$ cat src/rtc_map.vh
/*
  Register map, field positions and timing constants of the clock support block.
  Assumes a 20 MHz system clock and a 32.768 kHz crystal on the oscillator pin.
*/
`ifndef RTC_MAP_VH
`define RTC_MAP_VH

// ----------------------------------------------------------------------------
// register byte addresses on the 17-bit address pins
// ----------------------------------------------------------------------------
`define RTC_A_FLAGS    17'h1fff0
`define RTC_A_ALM_SEC  17'h1fff2
`define RTC_A_ALM_MIN  17'h1fff3
`define RTC_A_ALM_HR   17'h1fff4
`define RTC_A_ALM_DATE 17'h1fff5
`define RTC_A_INTR     17'h1fff6
`define RTC_A_WDOG     17'h1fff7
`define RTC_A_CAL      17'h1fff8

// ----------------------------------------------------------------------------
// field positions
// ----------------------------------------------------------------------------
`define RTC_F_WDF      7
`define RTC_F_AF       6
`define RTC_F_OSCILLATOR_FAILED_FLAG     4
`define RTC_F_CAL      2
`define RTC_F_WHOLD    1
`define RTC_F_RHOLD    0
`define RTC_W_STROBE   7
`define RTC_W_LOCK     6
`define RTC_C_OSCDIS   7
`define RTC_C_SIGN     5
`define RTC_I_WIE      7
`define RTC_I_AIE      6
`define RTC_ALM_MATCH  7

// ----------------------------------------------------------------------------
// oscillator divider figures
// ----------------------------------------------------------------------------
`define RTC_SEC_TERM   16'h7fff
`define RTC_CAL_SHORT  16'h0080
`define RTC_CAL_LONG   16'h0100
`define RTC_MIN_LAST   6'h3b
`define RTC_TICK32_SEL 10'h3ff
`define RTC_TST_BIT    5

// ----------------------------------------------------------------------------
// timing
// ----------------------------------------------------------------------------
`define RTC_CLK_HZ         20000000
`define RTC_CLK_MHZ        20
`define RTC_OSC_CHK_NS     61035
`define RTC_OSC_CHK_CYC    ((`RTC_OSC_CHK_NS * `RTC_CLK_MHZ + 999) / 1000)
`define RTC_OSC_START_S    10
`define RTC_OSC_START_CYC  (`RTC_OSC_START_S * `RTC_CLK_HZ)

`endif

$ cat src/rtc_top.v
/*
  Oscillator control, calibration, alarm and watchdog logic of a backed-up
  real-time clock, reached over an asynchronous byte-wide memory bus.
  Assumes external clock counters present BCD time and take the reload and
  transfer pulses; nonvolatile images arrive on nv_* and are taken after reset.
*/
// What this block does
// - oscillator-disable bit is nonvolatile; 0 runs, 1 stops the oscillator
// - after re-enable the oscillator needs about 5 s, at most 10 s
// - at power-up, enabled but silent oscillator sets oscillator-failed flag
// - host checks oscillator-failed flag; writing 0 clears it
// - on failure reload base time; calibration and disable bit kept
// - five low bits are magnitude 0..31; bit 5 sign, 1 means faster
// - 64-minute cycle; one second per minute shortened 128 or lengthened 256
// - magnitude N affects only the first 2N minutes of the cycle
// - test bit toggles interrupt pin at 512 Hz, unaffected by calibration
// - date, hour, minute, second compared; match sets alarm flag
// - alarm register msb 0 includes the field, 1 excludes it
// - mask patterns give per-second, minute, hour, day or exact alarms
// - reading flags register clears alarm flag and all other flags
// - watchdog counts down at 32 Hz and stops with the oscillator
// - power-up copies timeout to counter; strobe reloads and restarts it
// - reaching zero sets watchdog flag; earlier strobe prevents it
// - timeout bits writable only while stored write-lock bit is 0
// - timeout value 0 disables the watchdog entirely
// - watchdog flag set on expiry, cleared by flags read, may interrupt
// - a flags read clears only on a complete read cycle with write enable high
// - times written under write-hold become base; clearing hold transfers
// - alarm interrupt enable routes match to the interrupt pin
`include "rtc_map.vh"

module rtc_top #(
  parameter CHK_CYC       = `RTC_OSC_CHK_CYC,
  parameter START_MAX_CYC = `RTC_OSC_START_CYC
) (
  input  wire        clk,
  input  wire        srst,
  input  wire [16:0] addr,
  input  wire [7:0]  dq_in,
  output reg  [7:0]  dq_out,
  output wire        dq_oe,
  input  wire        e_n,
  input  wire        w_n,
  input  wire        g_n,
  input  wire        osc_in,
  output wire        oscillator_disable,
  input  wire [7:0]  nv_cal,
  input  wire [7:0]  nv_wdog,
  output wire [7:0]  cal_image,
  input  wire [6:0]  time_sec,
  input  wire [6:0]  time_min,
  input  wire [6:0]  time_hour,
  input  wire [6:0]  time_date,
  output wire        sec_tick,
  output wire        upd_hold,
  output wire        write_hold,
  output reg         base_xfer,
  output reg         base_reload,
  output reg         int_out
);
  // ----------------------------------------------------------------------------
  // pin synchronisers
  // ----------------------------------------------------------------------------
  wire        e_s, w_s, g_s, osc_s;
  wire [16:0] addr_s;
  wire [7:0]  din_s;

  rtc_sync #(.W(28), .INIT({3'b111, 25'h0000000})) u_bus_sync (
    .clk  (clk),
    .srst (srst),
    .d    ({e_n, w_n, g_n, addr, dq_in}),
    .q    ({e_s, w_s, g_s, addr_s, din_s})
  );

  rtc_sync #(.W(1), .INIT(1'b1)) u_osc_sync (
    .clk  (clk),
    .srst (srst),
    .d    (osc_in),
    .q    (osc_s)
  );

  // ----------------------------------------------------------------------------
  // state
  // ----------------------------------------------------------------------------
  reg        osc_prev_q, load_q;
  reg        cyc_q, wr_q, rd_ok_q;
  reg [16:0] waddr_q;
  reg [7:0]  wdat_q;
  reg        wdf_q, af_q, oscillator_failed_flag_q, caltst_q, whold_q, rhold_q, whold_prev_q;
  reg [7:0]  cal_q;
  reg [5:0]  intr_q;
  reg [5:0]  wdt_q;
  reg        wdw_q;
  reg [5:0]  wd_cnt_q;
  reg [7:0]  alm_q [0:3];
  reg [27:0] chk_cnt_q;
  reg        chk_on_q;
  reg [7:0]  rdat;
  wire       osc_tick, tick32, tst_512;
  wire       cyc, wr, wr_end, rd_clr, strobe, wd_fire, alarm_hit, osc_fail;
  wire       hit, fld_s, fld_m, fld_h, fld_d;
  wire [5:0] wd_load;

  assign osc_tick = osc_s & ~osc_prev_q;

  rtc_prescale u_prescale (
    .clk      (clk),
    .srst     (srst),
    .osc_tick (osc_tick),
    .cal_sign (cal_q[`RTC_C_SIGN]),
    .cal_mag  (cal_q[4:0]),
    .sec_tick (sec_tick),
    .tick32   (tick32),
    .tst_512  (tst_512)
  );

  // ----------------------------------------------------------------------------
  // bus cycle tracking
  // ----------------------------------------------------------------------------
  assign cyc    = ~e_s;
  assign wr     = ~e_s & ~w_s;
  // a write commits when either strobe ends it
  assign wr_end = wr_q & ~wr;
  // a read clears flags only after a cycle that never saw write enable low
  assign rd_clr = cyc_q & ~cyc & rd_ok_q & (waddr_q == `RTC_A_FLAGS);

  always @(posedge clk) begin
    if (srst) begin
      osc_prev_q <= 1'b1; // a dead crystal stuck high must not look like an edge
      load_q     <= 1'b1;
      cyc_q      <= 1'b0;
      wr_q       <= 1'b0;
      rd_ok_q    <= 1'b0;
      waddr_q    <= 17'h00000;
      wdat_q     <= 8'h00;
    end else begin
      osc_prev_q <= osc_s;
      load_q     <= 1'b0;
      cyc_q      <= cyc;
      wr_q       <= wr;
      if (cyc) begin
        waddr_q <= addr_s;
        rd_ok_q <= (cyc_q ? rd_ok_q : 1'b1) & w_s;
      end
      if (wr)
        wdat_q <= din_s;
    end
  end

  // ----------------------------------------------------------------------------
  // read mux and output drive
  // ----------------------------------------------------------------------------
  assign hit = (addr_s >= `RTC_A_FLAGS) && (addr_s <= `RTC_A_CAL) &&
               (addr_s != `RTC_A_FLAGS + 17'h00001);
  assign dq_oe = cyc & w_s & ~g_s & hit;

  always @* begin
    case (addr_s)
      `RTC_A_FLAGS:    rdat = {wdf_q, af_q, 1'b0, oscillator_failed_flag_q, 1'b0, caltst_q, whold_q, rhold_q};
      `RTC_A_ALM_SEC:  rdat = alm_q[0];
      `RTC_A_ALM_MIN:  rdat = alm_q[1];
      `RTC_A_ALM_HR:   rdat = alm_q[2];
      `RTC_A_ALM_DATE: rdat = alm_q[3];
      `RTC_A_INTR:     rdat = {intr_q, 2'b00};
      `RTC_A_WDOG:     rdat = {1'b0, wdw_q, wdt_q}; // strobe reads back 0
      `RTC_A_CAL:      rdat = {cal_q[7], 1'b0, cal_q[5:0]};
      default:         rdat = 8'h00;
    endcase
  end

  // data is registered; it lags the address pins by the sync depth plus one clk
  always @(posedge clk) begin
    if (srst)
      dq_out <= 8'h00;
    else
      dq_out <= rdat;
  end

  // ----------------------------------------------------------------------------
  // register writes; nonvolatile images are taken once after reset
  // ----------------------------------------------------------------------------
  assign strobe  = wr_end && (waddr_q == `RTC_A_WDOG) && wdat_q[`RTC_W_STROBE];
  assign wd_load = wdw_q ? wdt_q : wdat_q[5:0];

  always @(posedge clk) begin
    if (srst) begin
      cal_q    <= 8'h00;
      intr_q   <= 6'h00;
      wdt_q    <= 6'h00;
      wdw_q    <= 1'b0;
      caltst_q <= 1'b0;
      whold_q  <= 1'b0;
      rhold_q  <= 1'b0;
      alm_q[0] <= 8'h00;
      alm_q[1] <= 8'h00;
      alm_q[2] <= 8'h00;
      alm_q[3] <= 8'h00;
    end else if (load_q) begin
      cal_q <= {nv_cal[7], 1'b0, nv_cal[5:0]};
      wdt_q <= nv_wdog[5:0];
      wdw_q <= nv_wdog[`RTC_W_LOCK];
    end else if (wr_end) begin
      case (waddr_q)
        `RTC_A_FLAGS: begin
          caltst_q <= wdat_q[`RTC_F_CAL];
          whold_q  <= wdat_q[`RTC_F_WHOLD];
          rhold_q  <= wdat_q[`RTC_F_RHOLD];
        end
        `RTC_A_WDOG: begin
          wdw_q <= wdat_q[`RTC_W_LOCK];
          if (!wdw_q)
            wdt_q <= wdat_q[5:0];
        end
        `RTC_A_CAL:      cal_q    <= {wdat_q[7], 1'b0, wdat_q[5:0]};
        `RTC_A_INTR:     intr_q   <= wdat_q[7:2];
        `RTC_A_ALM_SEC:  alm_q[0] <= wdat_q;
        `RTC_A_ALM_MIN:  alm_q[1] <= wdat_q;
        `RTC_A_ALM_HR:   alm_q[2] <= wdat_q;
        `RTC_A_ALM_DATE: alm_q[3] <= wdat_q;
        default: ;
      endcase
    end
  end

  // the oscillator failure path never touches the calibration register
  assign oscillator_disable = cal_q[`RTC_C_OSCDIS];
  assign cal_image          = cal_q;
  assign upd_hold           = rhold_q;
  assign write_hold         = whold_q;

  // ----------------------------------------------------------------------------
  // base time transfer when the write hold drops
  // ----------------------------------------------------------------------------
  always @(posedge clk) begin
    if (srst) begin
      whold_prev_q <= 1'b0;
      base_xfer    <= 1'b0;
    end else begin
      whold_prev_q <= whold_q;
      base_xfer    <= whold_prev_q & ~whold_q;
    end
  end

  // ----------------------------------------------------------------------------
  // oscillator activity check: short window at power-up, start-up window after
  // re-enable; any rising oscillator edge ends the check
  // ----------------------------------------------------------------------------
  assign osc_fail = chk_on_q && (chk_cnt_q == 28'h0000000) && !cal_q[`RTC_C_OSCDIS];

  always @(posedge clk) begin
    if (srst) begin
      chk_cnt_q   <= 28'h0000000;
      chk_on_q    <= 1'b0;
      base_reload <= 1'b0;
    end else begin
      base_reload <= osc_fail;
      if (load_q) begin
        chk_on_q  <= 1'b1;
        chk_cnt_q <= CHK_CYC[27:0];
      end else if (wr_end && (waddr_q == `RTC_A_CAL) && cal_q[`RTC_C_OSCDIS] &&
                   !wdat_q[`RTC_C_OSCDIS]) begin
        // a cold crystal may stay silent up to the start-up limit
        chk_on_q  <= 1'b1;
        chk_cnt_q <= START_MAX_CYC[27:0];
      end else if (osc_tick || cal_q[`RTC_C_OSCDIS] || chk_cnt_q == 28'h0000000) begin
        chk_on_q <= 1'b0;
      end else begin
        chk_cnt_q <= chk_cnt_q - 28'h0000001;
      end
    end
  end

  // ----------------------------------------------------------------------------
  // watchdog: 32 Hz ticks only exist while the oscillator runs
  // ----------------------------------------------------------------------------
  assign wd_fire = tick32 && (wd_cnt_q == 6'h01) && (wdt_q != 6'h00) && !strobe;

  always @(posedge clk) begin
    if (srst)
      wd_cnt_q <= 6'h00;
    else if (load_q)
      wd_cnt_q <= nv_wdog[5:0];
    else if (strobe)
      wd_cnt_q <= wd_load;
    else if (tick32 && wd_cnt_q != 6'h00)
      wd_cnt_q <= wd_cnt_q - 6'h01;
  end

  // ----------------------------------------------------------------------------
  // alarm compare, once per second update
  // ----------------------------------------------------------------------------
  assign fld_s = alm_q[0][`RTC_ALM_MATCH] || (alm_q[0][6:0] == time_sec);
  assign fld_m = alm_q[1][`RTC_ALM_MATCH] || (alm_q[1][6:0] == time_min);
  assign fld_h = alm_q[2][`RTC_ALM_MATCH] || (alm_q[2][6:0] == time_hour);
  assign fld_d = alm_q[3][`RTC_ALM_MATCH] || (alm_q[3][6:0] == time_date);
  assign alarm_hit = sec_tick && fld_s && fld_m && fld_h && fld_d;

  // ----------------------------------------------------------------------------
  // flags: a set in the clearing cycle wins
  // ----------------------------------------------------------------------------
  always @(posedge clk) begin
    if (srst) begin
      wdf_q  <= 1'b0;
      af_q   <= 1'b0;
      oscillator_failed_flag_q <= 1'b0;
    end else begin
      wdf_q  <= wd_fire | (wdf_q & ~rd_clr);
      af_q   <= alarm_hit | (af_q & ~rd_clr);
      oscillator_failed_flag_q <= osc_fail | (oscillator_failed_flag_q & ~rd_clr &
                ~(wr_end && waddr_q == `RTC_A_FLAGS && !wdat_q[`RTC_F_OSCILLATOR_FAILED_FLAG]));
    end
  end

  // ----------------------------------------------------------------------------
  // interrupt pin, active high level; test mode overrides the sources
  // ----------------------------------------------------------------------------
  always @(posedge clk) begin
    if (srst)
      int_out <= 1'b0;
    else if (caltst_q)
      int_out <= tst_512;
    else
      int_out <= (wdf_q & intr_q[`RTC_I_WIE - 2]) |
                 (af_q & intr_q[`RTC_I_AIE - 2]);
  end
endmodule // rtc_top

$ cat src/rtc_sync.v
/*
  Two-flop synchroniser for a group of pin levels.
  Assumes the inputs are quasi-static levels; no bus coherency is promised.
*/
module rtc_sync #(
  parameter         W    = 1,
  parameter [W-1:0] INIT = {W{1'b0}}
) (
  input  wire         clk,
  input  wire         srst,
  input  wire [W-1:0] d,
  output reg  [W-1:0] q
);
  reg [W-1:0] meta_q;

  // ----------------------------------------------------------------------------
  // first stage feeds only the second
  // ----------------------------------------------------------------------------
  always @(posedge clk) begin
    if (srst) begin
      meta_q <= INIT;
      q      <= INIT;
    end else begin
      meta_q <= d;
      q      <= meta_q;
    end
  end
endmodule // rtc_sync

$ cat src/rtc_prescale.v
/*
  Oscillator prescaler: free binary chain for the 32 Hz and 512 Hz taps, and a
  calibrated seconds divider with a 64-minute correction cycle.
  Assumes osc_tick is one clk pulse per oscillator rising edge.
*/
`include "rtc_map.vh"

module rtc_prescale (
  input  wire       clk,
  input  wire       srst,
  input  wire       osc_tick,
  input  wire       cal_sign,
  input  wire [4:0] cal_mag,
  output reg        sec_tick,
  output reg        tick32,
  output reg        tst_512
);
  reg  [14:0] free_q;
  reg  [15:0] sec_cnt_q;
  reg  [5:0]  sec_in_min_q;
  reg  [5:0]  min64_q;
  wire        adj_min;
  wire [15:0] sec_term;

  // correction only in second 0 of the first 2N minutes
  assign adj_min  = (sec_in_min_q == 6'h00) && (min64_q < {cal_mag, 1'b0});
  // positive shortens by 128, negative lengthens by 256
  assign sec_term = !adj_min ? `RTC_SEC_TERM :
                    cal_sign ? (`RTC_SEC_TERM - `RTC_CAL_SHORT) :
                               (`RTC_SEC_TERM + `RTC_CAL_LONG);

  // ----------------------------------------------------------------------------
  // free chain: test tap is untouched by calibration
  // ----------------------------------------------------------------------------
  always @(posedge clk) begin
    if (srst) begin
      free_q  <= 15'h0000;
      tick32  <= 1'b0;
      tst_512 <= 1'b0;
    end else begin
      tick32  <= osc_tick && (free_q[9:0] == `RTC_TICK32_SEL);
      tst_512 <= free_q[`RTC_TST_BIT];
      if (osc_tick)
        free_q <= free_q + 15'h0001;
    end
  end

  // ----------------------------------------------------------------------------
  // seconds divider, minute and 64-minute counters
  // ----------------------------------------------------------------------------
  always @(posedge clk) begin
    if (srst) begin
      sec_cnt_q    <= 16'h0000;
      sec_in_min_q <= 6'h00;
      min64_q      <= 6'h00;
      sec_tick     <= 1'b0;
    end else begin
      sec_tick <= 1'b0;
      if (osc_tick) begin
        if (sec_cnt_q >= sec_term) begin
          sec_cnt_q <= 16'h0000;
          sec_tick  <= 1'b1;
          if (sec_in_min_q == `RTC_MIN_LAST) begin
            sec_in_min_q <= 6'h00;
            min64_q      <= min64_q + 6'h01;
          end else begin
            sec_in_min_q <= sec_in_min_q + 6'h01;
          end
        end else begin
          sec_cnt_q <= sec_cnt_q + 16'h0001;
        end
      end
    end
  end
endmodule // rtc_prescale

$ cat config.mk
export PLATFORM = sky130hd
export DESIGN_NAME = rtc_top
export DESIGN_NICKNAME = d
export VERILOG_FILES = /design/src/rtc_top.v /design/src/rtc_sync.v /design/src/rtc_prescale.v
export VERILOG_INCLUDE_DIRS = /design/src /design/src/src
export SDC_FILE = /design/constraint.sdc
export NUM_CORES = 1
export LEC_CHECK = 0
export ABC_CLOCK_PERIOD_IN_PS = 7500
export BUFFER_PORTS_ARGS = -buffer_cell sky130_fd_sc_hd__buf_2
export CAP_MARGIN = 20
export CORE_ASPECT_RATIO = 1.75
export CORE_UTILIZATION = 56
export CTS_CLUSTER_SIZE = 28
export DETAILED_ROUTE_END_ITERATION = 8
export PLACE_DENSITY = 0.76
export SYNTH_ARGS = -nofsm -noshare
export SYNTH_HDL_FRONTEND = slang
export SYNTH_SLANG_ARGS = --single-unit
$ cat constraint.sdc
create_clock -name clk -period 7.5 [get_ports clk]
set_clock_uncertainty 0.15 [all_clocks]
set_input_delay 0.75 -clock clk [delete_from_list [all_inputs] [get_ports clk]]
set_output_delay 0.75 -clock clk [all_outputs]
set_load 0.03 [all_outputs]
# After elaboration in Yosys (flattened, before gate mapping)
# Memory sizes are Yosys's and may differ from the RTL's.
# Cells that the tools add are included.
[word_totals] ff_bits=207 latchBits=0 mem_bits_rw=32 romBits=0 input_bits=75 wordCells=212 memories=1
[mem_list] memory="alm_q" words=4 word_bits=8 read_ports=4 rd_ports_with_merged_regs=0 wr=4 line="rtc_top.v:95" rtl="reg [7:0] alm_q [0:3];"
[classes] addsub=6 mul=0 div_mod_pow=0 n_lt_le_gt_ge=4 eq_ne=26 shifts=0 mux=53 bitwise_logic=35 reduce_logical=49
[ops] op="$eq 17x17->1 const B" n=16
[ops] op="$pmux 8 s8" n=1
[ops] op="$mux 28" n=2
[ops] op="$mux 8" n=7
[ops] op="$mux 16" n=3
[ops] op="$mux 6" n=8
[ops] op="$mux 1" n=31
[ops] op="$eq 7x7->1" n=4
[ops] op="$logic_not 28->1" n=1
[ops] op="$sub 28x1->28 const B" n=1
[ops] op="$logic_and 1x1->1" n=21
[ops] op="$and 1x1->1" n=17
[ops] op="$ge 17x17->1 const B" n=1
[ops] op="$le 17x17->1 const B" n=1
[ops] op="$ne 17x17->1 const B" n=1
[ops] op="$add 16x1->16 const B" n=1
[ops] op="$ge 16x16->1" n=1
[ops] op="$add 15x1->15 const B" n=1
[ops] op="$add 6x1->6 const B" n=2
[ops] op="$reduce_bool 6->1" n=2
[ops] op="$mux 11" n=1
[ops] op="$eq 10x10->1 const B" n=1
[ops] op="$not 1->1" n=10
[ops] op="$reduce_and 3->1" n=3
[ops] op="other kinds (15)" n=36

# Depth between registers and ports, before layout
[logic_depth] depth_word=9 mapped_depth=13

# Hierarchy
# From an unflattened synthesis, not the netlist that was laid out.
[hier_totals] cells_unflattened=1079 hier_area_um2=10393.7
[by_module_without_submodules] mod="rtc_top" instances=1 cells_each=706 area_per_inst_um2=6652.6 seq_area_each_um2=3022.9
[by_module_without_submodules] mod="rtc_prescale" instances=1 cells_each=251 area_per_inst_um2=2169.6 seq_area_each_um2=820.8
[by_module_without_submodules] mod="rtc_sync (u_bus_sync)" instances=1 cells_each=118 area_per_inst_um2=1519.0 seq_area_each_um2=1121.1
[by_module_without_submodules] mod="rtc_sync (u_osc_sync)" instances=1 cells_each=4 area_per_inst_um2=52.6 seq_area_each_um2=40.0

# Least setup slack after synthesis
# No wires, ideal clock.
[synth_timing] path_kind="register -> register" start="register cal_q[2] (netlist: cal_image[2])" end="register u_prescale.sec_cnt_q[10]" setup_time_ns=0.132 t_arrival_ns=2.840 setup_slack_ns=4.378 stages_incl_launch_ff=13 path_buffers=1 period_less_slack_ns=3.122 cell_sequence="dfxtp_1 inv_1 ha_1 a21oi_1 o21ai_0 a311oi_2 inv_1 ha_1 o21a_1 o21ai_1 a21oi_2 buf_2 nor3_1"
[synth_between] elab_chain_cells=5
[synth_lines] item="start: declaration" line="rtc_top.v:90" rtl="reg [7:0] cal_q;"
[synth_lines] item="start signal: assignment" line="rtc_top.v:199" rtl="cal_q <= {nv_cal[7], 1'b0, nv_cal[5:0]};"
[synth_lines] item="start signal: assignment" line="rtc_top.v:214" rtl="`RTC_A_CAL: cal_q <= {wdat_q[7], 1'b0, wdat_q[5:0]};"
[synth_lines] item="$lt 6x6->1" line="rtc_prescale.v:26" rtl="assign adj_min = (sec_in_min_q == 6'h00) && (min64_q < {cal_mag, 1'b0});"
[synth_lines] item="$logic_and 1x1->1" line="rtc_prescale.v:26"
[synth_lines] item="$mux 16" line="rtc_prescale.v:28" rtl="assign sec_term = !adj_min ? `RTC_SEC_TERM :"
[synth_lines] item="$ge 16x16->1" line="rtc_prescale.v:60" rtl="if (sec_cnt_q >= sec_term) begin"
[synth_lines] item="$mux 16" line="rtc_prescale.v:60"
[synth_lines] item="end signal: assignment" line="rtc_prescale.v:70" rtl="sec_cnt_q <= sec_cnt_q + 16'h0001;"
[synth_lines] item="end: declaration" line="rtc_prescale.v:19" rtl="reg [15:0] sec_cnt_q;"
# Every way passes these cells.
# A chain may end at the register's enable or synchronous reset.

# Worst setup path in the final report
[layout_timing] start="register u_bus_sync.q[15]" end="output port dq_oe"
[layout_between] elab_chain_cells=4 word_cells_on_any_way=6 cone_classes="2 x order compare; 1 x eq/ne; 1 x bitwise; 2 x reduce/logical"
[layout_lines] item="start: declaration" line="rtc_sync.v:12" rtl="output reg [W-1:0] q"
[layout_lines] item="start signal: assignment" line="rtc_sync.v:25" rtl="q <= meta_q;"
[layout_lines] item="$ge 17x17->1 (no source line) / $le 17x17->1 (equally long branches)"
[layout_lines] item="$logic_and 1x1->1" line="rtc_top.v:153" rtl="assign hit = (addr_s >= `RTC_A_FLAGS) && (addr_s <= `RTC_A_CAL) &&"
[layout_lines] item="$logic_and 1x1->1 (*)" line="rtc_top.v:153"
[layout_lines] item="$and 1x1->1 (*)" line="rtc_top.v:155" rtl="assign dq_oe = cyc & w_s & ~g_s & hit;"
[layout_lines] item="end: declaration" line="rtc_top.v:41" rtl="output wire dq_oe,"
# Every way passes the cells marked *; elsewhere a longest branch is shown, timed or not.

==> reports/qor.yml <==
status: "complete, no violations"
hp-class: "flip-flop to flip-flop"
globalRouteMet3Util_pct: 3.23
p_switching_uw: 628
synthDistinctLibCells: 77
clockPowerShare_pct: 43.1
final_util_pct: 64.5
worst_setup_path_start_kind: "flip-flop"
synth_ff_type: "dfxtp_1"
io_buffers: 95
ys_seq_area_share_pct: 48.4
power_frac_seq_pct: 49.0
syn_area_mm2: 0.0103
swShare_pct: 23.0
vias: 8076
die_area_mm2: 0.0190
fin_setup_tns_ns: 0
async_flop_share_pct: 0
overflow: 0
power_frac_comb_pct: 7.9
yosysWarnings: 0
htreeDepth: 1
via_per_inst: 5.77
ant_nets: 0
final_hold_viol_count: 0
antenna_found_initial: 1
dpl_cell_area_mm2: 0.0109
root_buffer: "clkbuf_16"
p_int_uw: 2110
cts-resized-gates: 0
cts-buffers-inserted: 21
synth-edff-count: 32
min_period_ns: 3.88
power.leakage_uw: 0.00460
crit_required_ns: 6.60
hpwl_um: 16900
finish.instance_area_mm2: 0.0117
path_max_fanout: 6
grt_pass1_wl_um: 38600
met2_usage_pct: 47.2
busiest_layer: "met2"
cts_max_path_buffers: 3
crit_type: "flip-flop to output port"
peakVddDrop_uv: 218
start_util_pct: 57.3
wl_per_cell_um: 17.1
synth_area_per_cell_um2: 9.55
cts.clk_slew.worst_paths_ns: 0.07
fin_nets: 1238
ioPinCount: 99
first_global_vias: 7815
gp_congestion: 0.875
drive_gt1_share_pct: 16.2
slew_viol_final: 0
area_delta_synth_final_pct: 12.6
cp.arrival_ns: 2.98
whs_ns: 0.260
cp-end-kind: "output port"
cts_tree: "done"
powerDensity_mw_per_mm2: 235
grt_use_met1_pct: 27.4
max_freq_mhz: 258
fp.dieW_um: 105
clock_sinks: 234
synth-seq-cells: 234
finalCritPeriodShare_pct: 51.7
postCtsSetupBuffers: 0
grt_max_degree: 89
drt_iter0_drc: 351
syn_nets: 1173
setup-violations-final: 0
rows: 65
die_y_um: 182
drc: 0
grt_usage_pct: 25.5
rsz0062_at_grt: "no"
p_total_uw: 2740
drv_cap: 0
worstMarginPinSlew_ns: 1.02
cts_hold_buffers: 0
synthCells: 1084
first_pass_iters: 5
wl_um: 23900
relSlewSlack_pct: 31.0
clkLatencyLatePin_ns: 0.51
core_area_mm2: 0.0181
## path summary, 6_finish.rpt
| check | start | end | slack, ns | cells past startpoint |
|---|---|---|---|---|
| setup / recovery | u_bus_sync.q[15] | dq_oe | 3.62 | 5 |
| hold reg to reg | u_bus_sync.meta_q[27] | u_bus_sync.q[27] | 0.26 | 1 |
| hold / removal | u_bus_sync.meta_q[27] | u_bus_sync.q[27] | 0.26 | 1 |
| setup reg to reg | cal_image[2] | u_prescale.sec_in_min_q[1] | 3.81 | 12 |
## registers in the layout, summed over array words and instances (netlist names), 7 cells and up
name and count:
alm_q 32, cal_image 7, chk_cnt_q 28, dq_out 8, u_bus_sync.meta_q 28, u_bus_sync.q 28
u_prescale.free_q 10, u_prescale.sec_cnt_q 16, waddr_q 17, wdat_q 8
## kinds of logic after synthesis
kind of cell | synth area share (%)
XOR/XNOR | 6.35
AND/OR/NAND/NOR | 23.7
other | 0.0362
adder cells (fa/ha/maj) | 1.69
multiplexers | 6.28
flip-flops | 48.4
AO/OA/AOI/OAI | 10.2
buffers and inverters | 3.41
## placed cells by master, fill, tap and decap left out, types with 17 or more instances in the layout
cell type | Yosys | layout
buf_2 | 5 | 95
mux2_2 | 21 | 21
nor2b_1 | 62 | 62
and2_1 | 26 | 26
a21oi_1 | 52 | 52
edfxtp_1 | 32 | 32
nand4_1 | 22 | 22
dfxtp_1 | 202 | 202
xnor2_1 | 38 | 38
mux2i_1 | 39 | 39
inv_1 | 22 | 22
a22oi_1 | 17 | 17
xor2_1 | 37 | 37
nand3_1 | 43 | 43
clkbuf_16 | 0 | 22
o21ai_0 | 26 | 26
nor4_1 | 19 | 19
and3_1 | 18 | 18
nand2_1 | 68 | 68
nor2_1 | 100 | 100
nor3_1 | 44 | 44
## Yosys cell counts, types with 3 or more instances
| master | number | area share, % |
|---|---|---|
| a41oi_1 | 3 | 0.25 |
| nand2b_1 | 7 | 0.42 |
| nor2b_1 | 62 | 3.7 |
| buf_1 | 4 | 0.15 |
| inv_1 | 22 | 0.80 |
| nor4_1 | 19 | 1.1 |
| and4_1 | 4 | 0.34 |
| or2_2 | 13 | 0.79 |
| nor3_1 | 44 | 2.1 |
| or4_4 | 3 | 0.33 |
| mux2_2 | 21 | 2.3 |
| xor2_1 | 37 | 3.1 |
| or3_1 | 8 | 0.48 |
| clkbuf_1 | 40 | 1.5 |
| a211oi_1 | 6 | 0.44 |
| a21oi_1 | 52 | 2.5 |
| nor3b_1 | 3 | 0.22 |
| o21ai_0 | 26 | 1.3 |
| nor4b_1 | 3 | 0.25 |
| o211ai_1 | 5 | 0.36 |
| nand2_1 | 68 | 2.5 |
| a32oi_1 | 3 | 0.25 |
| a21boi_0 | 4 | 0.29 |
| nand3b_1 | 4 | 0.29 |
| a22oi_1 | 17 | 1.2 |
| nand4_1 | 22 | 1.3 |
| buf_2 | 5 | 0.24 |
| a31oi_1 | 7 | 0.42 |
| and3_1 | 18 | 1.1 |
| dfxtp_1 | 202 | 39 |
| and2_1 | 26 | 1.6 |
| o21a_1 | 6 | 0.44 |
| edfxtp_1 | 32 | 9.3 |
| buf_4 | 7 | 0.51 |
| o31ai_1 | 4 | 0.29 |
| mux2i_1 | 39 | 3.8 |
| nor2_1 | 100 | 3.6 |
| nand3_1 | 43 | 2.1 |
| xnor2_1 | 38 | 3.2 |
| ha_1 | 14 | 1.7 |
## power groups by stage
stage          clock network, uW  logic [uW]  registers, uW
6_report                    1180         216           1340
5_1_grt                     1250         240           1350
4_1_cts                     1200         216           1340
3_5_place_dp                   0         215           1370
3_3_place_gp                   0         211           1370
2_1_floorplan                  0         165           1360
## critical path, stage by stage, from the launching register on
cell and delay (ns):
dfxtp_1 0.34, nand4_1 0.11, nor4_1 0.82, o21ai_0 0.48, nor4b_1 0.46, buf_2 0.27
## cell type report
class	instances	area (um2)
Fill cell	1539	6400
Sequential cell	234	5000
Multi-Input combinational cell	769	4990
Clock buffer	29	607
Timing Repair Buffer	101	520
Tap cell	234	293
Clock inverter	9	151
Inverter	22	82.6
Antenna cell	1	2.50
## per-stage QoR
stage | instances | setup slack (ns)
floorplan | 1084 | 4.38
global placement | 1359 | 3.91
detailed placement | 1359 | 3.84
CTS | 1397 | 3.68
global route | 1399 | 3.42
finish | 1399 | 3.62
## routing by layer
metal  routed length [um]  vias up
met5                    0        -
met4                 1420        0
met1                 9000     3817
li1                     -     3954
met2                12300      223
met3                 1100       82
Power figures use the tool's default switching activity.
